==> config.mk <==
export PLATFORM = sky130hd
export DESIGN_NAME = wdt_top
export DESIGN_NICKNAME = d
export VERILOG_FILES = /design/src/include/wdt_pkg.sv /design/src/wdt_top.sv /design/src/wdt_sync2.sv /design/src/wdt_tick_div.sv
export VERILOG_INCLUDE_DIRS = /design/src /design/src/include
export SDC_FILE = /design/constraint.sdc
export NUM_CORES = 1
export LEC_CHECK = 0
export ABC_AREA = 1
export BUFFER_PORTS_ARGS = -buffer_cell sky130_fd_sc_hd__buf_2
export CORE_ASPECT_RATIO = 0.9
export CORE_MARGIN = 2
export CORE_UTILIZATION = 32
export DETAILED_ROUTE_END_ITERATION = 10
export GPL_ROUTABILITY_DRIVEN = 0
export GPL_TIMING_DRIVEN = 0
export RECOVER_POWER = 25
export SLEW_MARGIN = 5
export SYNTH_ARGS = -nofsm -noshare
export SYNTH_HDL_FRONTEND = slang
export SYNTH_HIERARCHICAL = 1
export SYNTH_SLANG_ARGS = --single-unit
==> constraint.sdc <==
create_clock -name CLK_SYS -period 4.7 [get_ports CLK_SYS]
set_clock_uncertainty 0.15 [all_clocks]
set_input_delay 0.705 -clock CLK_SYS [delete_from_list [all_inputs] [get_ports CLK_SYS]]
set_output_delay 0.705 -clock CLK_SYS [all_outputs]
set_load 0.005 [all_outputs]
==> src/include/wdt_defines.svh <==
/*
 * Constants of the watchdog timeout block: timing, select range and widths.
 * Assumes it is included once per compilation unit by its bare name.
 */
// Summary of operation
// - Expiry at the selected period requests a whole-chip reset unless exception mode is set.
// - The count runs from the RC-oscillator clock, nominally 27 or 32 MHz.
// - Power-up, any reset or wake-up leaves the watchdog running at the longest period.
// - Select 0 gives 8 ms; select p of 1 to 12 gives (2^(p-1)+1) x 8 ms.
// - Counting goes on in doze, pauses in sleep and debugger halt, then resumes.
// - Restart returns the count to period start and keeps the selected period.
// - Selecting a period starts a stopped watchdog, or retimes a running one.
// - Stop freezes the count and no expiry acts while stopped.
// - Software can read the current count at any time.
// - A cause flag survives the chip reset and tells a watchdog reset apart.
// - Reset is the default expiry action; exception mode raises the overflow exception.
// - After an exception expiry the cause flag shows a watchdog event occurred.
// - A reset-mode expiry during a flash access sends the chip into programming mode; an exception-mode expiry does not.
`ifndef WDT_DEFINES_SVH
`define WDT_DEFINES_SVH

// Oscillator and system clock rates in Hz.
`define WDT_RC_HZ_LO 27000000
`define WDT_RC_HZ_HI 32000000
`define WDT_CLK_HZ 100000000

// Base period of one tick in milliseconds and its length in clock cycles.
`define WDT_BASE_MS 8
`define WDT_TICK_CYC ((64'(`WDT_BASE_MS) * 64'(`WDT_CLK_HZ)) / 64'd1000)

// Timeout select field and counter widths.
`define WDT_IDX_W 4
`define WDT_IDX_MAX 4'hC
`define WDT_CNT_W 12
`define WDT_READ_W 16

// Reset values.
`define WDT_CNT_RST 12'h000

`endif

==> src/include/wdt_pkg.sv <==
/*
 * Types and the terminal-count decode of the watchdog timeout block.
 * Assumes the defines header is on the include path.
 */
`include "wdt_defines.svh"

package wdt_pkg;

	// Watchdog operating state, one-hot.
	typedef enum logic [2:0] {
		WDT_RUN = 3'h1,
		WDT_STOP = 3'h2,
		WDT_FIRED = 3'h4
	} wdt_state_t;

	typedef logic [`WDT_IDX_W-1:0] wdt_idx_t;
	typedef logic [`WDT_CNT_W-1:0] wdt_cnt_t;

	// Number of base ticks in the period of a select index; out-of-range reads as the top.
	function automatic wdt_cnt_t wdt_term(input wdt_idx_t idx);
		wdt_idx_t p;
		p = (idx > `WDT_IDX_MAX) ? `WDT_IDX_MAX : idx;
		if (p == 4'h0) begin
			wdt_term = 12'h001;
		end else begin
			wdt_term = 12'((12'h001 << (p - 4'h1)) + 12'h001);
		end
	endfunction : wdt_term

endpackage : wdt_pkg

==> src/wdt_top.sv <==
/*
 * Watchdog timeout block: counts a selectable period and on expiry requests a
 * chip reset or raises an exception strobe, with a retained cause flag.
 * Assumes CLK_SYS is the clock derived from the internal RC oscillator, that
 * RST_N is the warm chip reset that this block's request drives, and that
 * COLD_RST_N is the power-on reset. Commands come from logic on CLK_SYS.
 */
`timescale 1ns/1ns

module wdt_top
	import wdt_pkg::*;
#(
	parameter int unsigned TICK_CYCLES = 32'(`WDT_TICK_CYC)
) (
	// Clock and resets.
	input wire logic CLK_SYS,
	input wire logic RST_N,
	input wire logic COLD_RST_N,
	// Software commands, one-cycle pulses.
	input wire logic RESTART_COMMAND,
	input wire logic STOP_COMMAND,
	input wire logic TIMEOUT_SET_START_COMMAND,
	input wire logic [`WDT_IDX_W-1:0] TIMEOUT_SEL,
	input wire logic FLAG_CLEAR_COMMAND,
	// Configuration level.
	input wire logic EXCEPTION_MODE_ENABLE,
	// Power and debug state.
	input wire logic SLEEP_MODE,
	input wire logic WAKE_EVENT,
	input wire logic DEBUG_HALT,
	// Flash access in progress.
	input wire logic FLASH_BUSY,
	// Expiry actions.
	output logic CHIP_RST_REQ,
	output logic EXC_STROBE,
	output logic PROG_MODE_REQ,
	// Status.
	output logic EXPIRY_CAUSE_FLAG,
	output logic [`WDT_READ_W-1:0] COUNT_READBACK,
	output logic WDT_RUNNING,
	output logic [`WDT_IDX_W-1:0] TIMEOUT_IDX
);

	wdt_state_t state;
	wdt_idx_t idx;
	wdt_cnt_t count;
	wdt_cnt_t term;
	logic dbg_halt;
	logic paused;
	logic counting;
	logic tick;
	logic expire;
	logic restart_ok;
	logic set_ok;
	logic start_from_stop;
	logic div_clr;
	logic rst_q;
	logic rst_release;

	// The debugger halt comes from another domain and is synchronised first.
	wdt_sync2 u_dbg_sync (
		.clk(CLK_SYS),
		.rst_n(RST_N),
		.d(DEBUG_HALT),
		.q(dbg_halt)
	);

	// Doze is not an input at all, so it never slows the count.
	assign paused = SLEEP_MODE || dbg_halt;
	assign counting = (state == WDT_RUN) && !paused;

	// Commands that are ignored after a reset-mode expiry or when stop arrives too.
	assign restart_ok = RESTART_COMMAND && !STOP_COMMAND && (state != WDT_FIRED);
	assign set_ok = TIMEOUT_SET_START_COMMAND && !STOP_COMMAND && (state != WDT_FIRED);
	assign start_from_stop = set_ok && (state == WDT_STOP);

	// A fresh period starts on a tick boundary, so the divider phase clears too.
	assign div_clr = restart_ok || start_from_stop || expire || WAKE_EVENT;

	// Base tick of 8 ms derived from the oscillator clock.
	wdt_tick_div #(
		.CYCLES(TICK_CYCLES)
	) u_tick (
		.clk(CLK_SYS),
		.rst_n(RST_N),
		.en(counting),
		.clr(div_clr),
		.tick(tick)
	);

	// Terminal tick count of the selected period.
	assign term = wdt_term(idx);

	// A shortened period may already be passed, so the compare is not exact.
	assign expire = counting && tick && (count >= 12'(term - 12'h001));

	// Operating state; a wake wins over stop, and stop wins over every other command in the same cycle.
	always_ff @(posedge CLK_SYS) begin
		if (!RST_N || WAKE_EVENT) begin
			state <= WDT_RUN;
		end else begin
			case (state)
				WDT_RUN: begin
					if (STOP_COMMAND) begin
						state <= WDT_STOP;
					end else if (expire && !EXCEPTION_MODE_ENABLE) begin
						state <= WDT_FIRED;
					end else begin
						state <= WDT_RUN;
					end
				end
				WDT_STOP: begin
					if (set_ok) begin
						state <= WDT_RUN;
					end else begin
						state <= WDT_STOP;
					end
				end
				WDT_FIRED: begin
					state <= WDT_FIRED;
				end
				default: begin
					state <= WDT_RUN;
				end
			endcase
		end
	end

	// Timeout select; an index above the top is held at the top.
	always_ff @(posedge CLK_SYS) begin
		if (!RST_N || WAKE_EVENT) begin
			idx <= `WDT_IDX_MAX;
		end else if (set_ok) begin
			idx <= (TIMEOUT_SEL > `WDT_IDX_MAX) ? `WDT_IDX_MAX : TIMEOUT_SEL;
		end
	end

	// Tick counter; a retime of a running timer keeps the count reached.
	always_ff @(posedge CLK_SYS) begin
		if (!RST_N || WAKE_EVENT) begin
			count <= `WDT_CNT_RST;
		end else if (STOP_COMMAND) begin
			count <= count;
		end else if (restart_ok || start_from_stop) begin
			count <= `WDT_CNT_RST;
		end else if (expire) begin
			count <= `WDT_CNT_RST;
		end else if (tick) begin
			count <= 12'(count + 12'h001);
		end
	end

	// Delayed copy of the warm reset, used to find its release.
	always_ff @(posedge CLK_SYS) begin
		if (!COLD_RST_N) begin
			rst_q <= 1'b0;
		end else begin
			rst_q <= RST_N;
		end
	end
	assign rst_release = RST_N && !rst_q;

	// The reset request lives on the cold reset so it stands through the warm one.
	always_ff @(posedge CLK_SYS) begin
		if (!COLD_RST_N) begin
			CHIP_RST_REQ <= 1'b0;
		end else if (expire && !EXCEPTION_MODE_ENABLE) begin
			CHIP_RST_REQ <= 1'b1;
		end else if (rst_release) begin
			CHIP_RST_REQ <= 1'b0;
		end
	end

	// Exception strobe for the stack-overflow handler, one cycle per expiry.
	always_ff @(posedge CLK_SYS) begin
		if (!RST_N) begin
			EXC_STROBE <= 1'b0;
		end else begin
			EXC_STROBE <= expire && EXCEPTION_MODE_ENABLE;
		end
	end

	// Cause flag: during a warm reset it records whether this block asked for it.
	// It clears on software request, but a new exception expiry in that cycle wins.
	always_ff @(posedge CLK_SYS) begin
		if (!COLD_RST_N) begin
			EXPIRY_CAUSE_FLAG <= 1'b0;
		end else if (!RST_N) begin
			EXPIRY_CAUSE_FLAG <= CHIP_RST_REQ;
		end else if (expire) begin
			EXPIRY_CAUSE_FLAG <= 1'b1;
		end else if (FLAG_CLEAR_COMMAND) begin
			EXPIRY_CAUSE_FLAG <= 1'b0;
		end
	end

	// Programming-mode request survives the warm reset; only power-on clears it.
	always_ff @(posedge CLK_SYS) begin
		if (!COLD_RST_N) begin
			PROG_MODE_REQ <= 1'b0;
		end else if (expire && !EXCEPTION_MODE_ENABLE && FLASH_BUSY) begin
			PROG_MODE_REQ <= 1'b1;
		end
	end

	// Status outputs straight from the state flops.
	assign COUNT_READBACK = {{(`WDT_READ_W - `WDT_CNT_W){1'b0}}, count};
	assign WDT_RUNNING = (state == WDT_RUN);
	assign TIMEOUT_IDX = idx;
endmodule : wdt_top

==> src/wdt_sync2.sv <==
/*
 * Two-flop level synchroniser for a signal from another clock domain.
 * Assumes the input is a slow level; pulses shorter than two cycles may vanish.
 */
`timescale 1ns/1ns

module wdt_sync2 (
	// Clock and reset.
	input wire logic clk,
	input wire logic rst_n,
	// Level in and out.
	input wire logic d,
	output logic q
);

	logic meta;

	// Only the second flop reads the first, to keep metastability contained.
	always_ff @(posedge clk) begin
		if (!rst_n) begin
			meta <= 1'b0;
			q <= 1'b0;
		end else begin
			meta <= d;
			q <= meta;
		end
	end

endmodule : wdt_sync2

==> src/wdt_tick_div.sv <==
/*
 * Divider that makes the one-cycle base tick of the watchdog.
 * Assumes en freezes the phase and clr returns it to the start of a tick.
 */
`timescale 1ns/1ns

module wdt_tick_div #(
	parameter int unsigned CYCLES = 800000
) (
	// Clock and reset.
	input wire logic clk,
	input wire logic rst_n,
	// Control.
	input wire logic en,
	input wire logic clr,
	// One-cycle tick.
	output logic tick
);

	localparam int unsigned W = (CYCLES > 1) ? $clog2(CYCLES) : 1;
	localparam logic [W-1:0] LAST = W'(CYCLES - 1);

	logic [W-1:0] phase;

	// The tick fires on the last phase only while counting is allowed.
	assign tick = en && (phase == LAST);

	// Phase counter; it holds when disabled so a pause loses no time.
	always_ff @(posedge clk) begin
		if (!rst_n || clr) begin
			phase <= '0;
		end else if (tick) begin
			phase <= '0;
		end else if (en) begin
			phase <= W'(phase + 1'b1);
		end
	end

endmodule : wdt_tick_div

==> results.sh <==
export IMPL_status="finished clean"
export IMPL_utilization=0.3766
export IMPL_cts_sinks=46
export IMPL_multi_input_area_mm2=0.001803
export IMPL_grt_use_total=0.1347
export IMPL_p_per_area_mw_per_mm2=201.6
export IMPL_synth_flop_cell="dfxtp_1"
export IMPL_die_area_mm2=0.01024
export IMPL_dr_pass1_iters=4
export IMPL_grt_remaining_overflow=0
export IMPL_row_count=33
export IMPL_async_flop_share=0
export IMPL_cts_tree="built"
export IMPL_drive_above_1_share=0.1538
export IMPL_min_path_type="register to register"
export IMPL_antenna_left=0
export IMPL_wire_per_inst_um=10.59
export IMPL_grt_pass1_wl_um=11260
export IMPL_synth_top_area_share=0.3046
export IMPL_setup_viol=0
export IMPL_synthTopCellsByArea="dfxtp_1 30%, nand2_1 13%, nor2_1 8.3%"
export IMPL_max_stage_delay_ps=450
export IMPL_hpwl_um=5184
export IMPL_core_mm2=0.009166
export IMPL_cpLargestDelayFamily="simple AND/OR/NAND/NOR gates"
export IMPL_grt_pass1_vias=2562
export IMPL_fin_total_pwr_mw=0.6960
export IMPL_yosysUniqueCellTypes=39
export IMPL_die_h_um=96.21
export IMPL_antenna_cells=0
export IMPL_antenna_found_initial=0
export IMPL_area_growth_pct=14.20
export IMPL_numCtsBuffers=5
export IMPL_synth_edf_count=0
export IMPL_critPathArrivalTime_ps=4410
export IMPL_clk_pin_slew_ps=80
export IMPL_met2_usage=0.2324
export IMPL_hold_buffers=0
export IMPL_top_usage_layer="met2"
export IMPL_area_sequential_um2=922.1
export IMPL_cpMostUsedCell="nand2_1"
export IMPL_final_min_clock_period_ps=4333
export IMPL_relSlewSlack=0.5094
export IMPL_met3_usage=0.02776
export IMPL_timing_final_max_slew_violations=0
export IMPL_hold_viol=0
export IMPL_whs_ps=262.5
export IMPL_worst_slew_pin_slew_ps=730.3
export IMPL_start_util=0.3298
export IMPL_ir_drop_mv=0.07440
export IMPL_wirelength_um=6523
export IMPL_syn_mean_instance_area_um2=6.763
export IMPL_cpMaxStageDelayCell="dfxtp_1"
export IMPL_grt_max_degree=14
export IMPL_ioPinCount=41
export IMPL_rsz0062_at_grt="false"
export IMPL_grtUsageMet1=0.1751
export IMPL_path_buf_inv=3
export IMPL_via_per_inst=4.628
export IMPL_synthCells=447
export IMPL_fillers=1008
export IMPL_fin_tns_setup_ps=0
export IMPL_yosys_area_top_type="dfxtp_1"
export IMPL_leakage_nw=1.554
export IMPL_htreeDepth=2
export IMPL_cp_start_kind="register"
export IMPL_portBuffers=36
export IMPL_nets=528
export IMPL_crit_fanout=10
export IMPL_drc=0
export IMPL_synth_cell_area_mm2=0.003023
export IMPL_worstSetupPathType="register to register"
export IMPL_cts_buffer_depth=2
export IMPL_timing_fmax_mhz=230.8
export IMPL_root_buffer="clkbuf_8"
export IMPL_synth_seq_area_share=0.3046
export IMPL_drt_iter0_drc=126
export IMPL_max_cap_viol_count=0
export IMPL_cp_end_kind="register"
export IMPL_vias=2851
export IMPL_min_period_over_period=0.9219
export IMPL_worst_ep_required_time_ps=4780
export IMPL_clk_latency_ps=290
export IMPL_final_common_cell="nand2_1"
export IMPL_ys_seq_elements=46
export IMPL_mostFrequentLayoutCells="100 x nand2_1, 67 x nor2_1, 62 x inv_1"
export IMPL_yosysWarnings=6
export IMPL_fp_dieW_um=106.5
[cells by family after synthesis]
family          share of synthesized area
compound gates                    0.07409
xor+xnor                          0.06374
fa+ha+maj                         0.07450
buf+inv                            0.1035
flops                              0.3046
mux                              0.003311
other cells                      0.001241
simple gates                       0.3750
[final cells by class]
cell class	instances	share of cell area
inverter	66	0.07177
timing repair buffer	37	0.05292
sequential	46	0.2671
clock buffer	5	0.01993
buffer	8	0.01885
tap	122	0.04422
clock inverter	2	0.002900
multi-input combinational	330	0.5223
[per-stage QoR]
step | worst slack [ps] | cell area, um2 | std cells
after floorplan | 898.6 | 3034 | 450
after global placement | 339.4 | 3367 | 608
after detailed placement | 280.4 | 3367 | 608
after CTS | 253.8 | 3446 | 615
after global routing | 7.695 | 3452 | 616
final | 367.2 | 3452 | 616
[worst reg2reg max path: cells and delay by family, from the launching register on]
family,cells,cell delay (ps)
and+or+nand+nor,21,2300
adders and majority gates,3,750
DFF,1,450
buffers and inverters,3,360
xor gates and xnor gates,1,180
AOI/OAI and AO/OA,1,120
[power breakdown]
group / switching, mW / internal, mW
Combinational: 0.0460 / 0.0273
Clock: 0.126 / 0.100
Sequential: 0.00349 / 0.394
Total: 0.175 / 0.521
[timing repair]
action                     4_1_cts  5_1_grt
setup endpoints to repair        0       20
buffers inserted                 0        1
gates resized for setup          0        2
[synth_stat cells (2+ instances only)]
cell type	instances
a21oi_1	19
nand3_2	2
nor4_1	2
o21bai_1	2
nand2_2	7
xnor2_1	6
nor2_1	67
buf_6	2
ha_1	18
inv_2	4
a31oi_1	3
nand4_1	10
nand2_1	101
nand3b_1	2
dfxtp_1	46
inv_1	62
a211oi_1	2
xor2_1	16
nand2_4	4
nand3_1	37
o21ai_0	5
o211ai_1	3
buf_4	5
nor3_1	5
nor2_2	3
[worst paths after layout]
kind	start	endpoint	slack, ps	cells past startpoint
setup / recovery	TIMEOUT_IDX[0]	u_tick/phase[16]	370	29
hold / removal	u_dbg_sync/meta	u_dbg_sync/q	260	2
setup reg to reg	TIMEOUT_IDX[0]	u_tick/phase[16]	370	29
hold reg to reg	u_dbg_sync/meta	u_dbg_sync/q	260	2
[sequential cells by signal, summed over array words and instances, names as in the netlist]
name / flops
state: 3
EXPIRY_CAUSE_FLAG: 1
u_tick/phase: 20
rst_q: 1
u_dbg_sync/q: 1
PROG_MODE_REQ: 1
CHIP_RST_REQ: 1
TIMEOUT_IDX: 4
EXC_STROBE: 1
u_dbg_sync/meta: 1
count: 12
[layer usage]
metal / part of all wire / up-vias
li1: - / 1517
met1: 0.50 / 1279
met2: 0.46 / 49
met3: 0.036 / 6
met4: 0.0084 / 0
met5: 0 / -
Power figures use the tool's default switching activity.
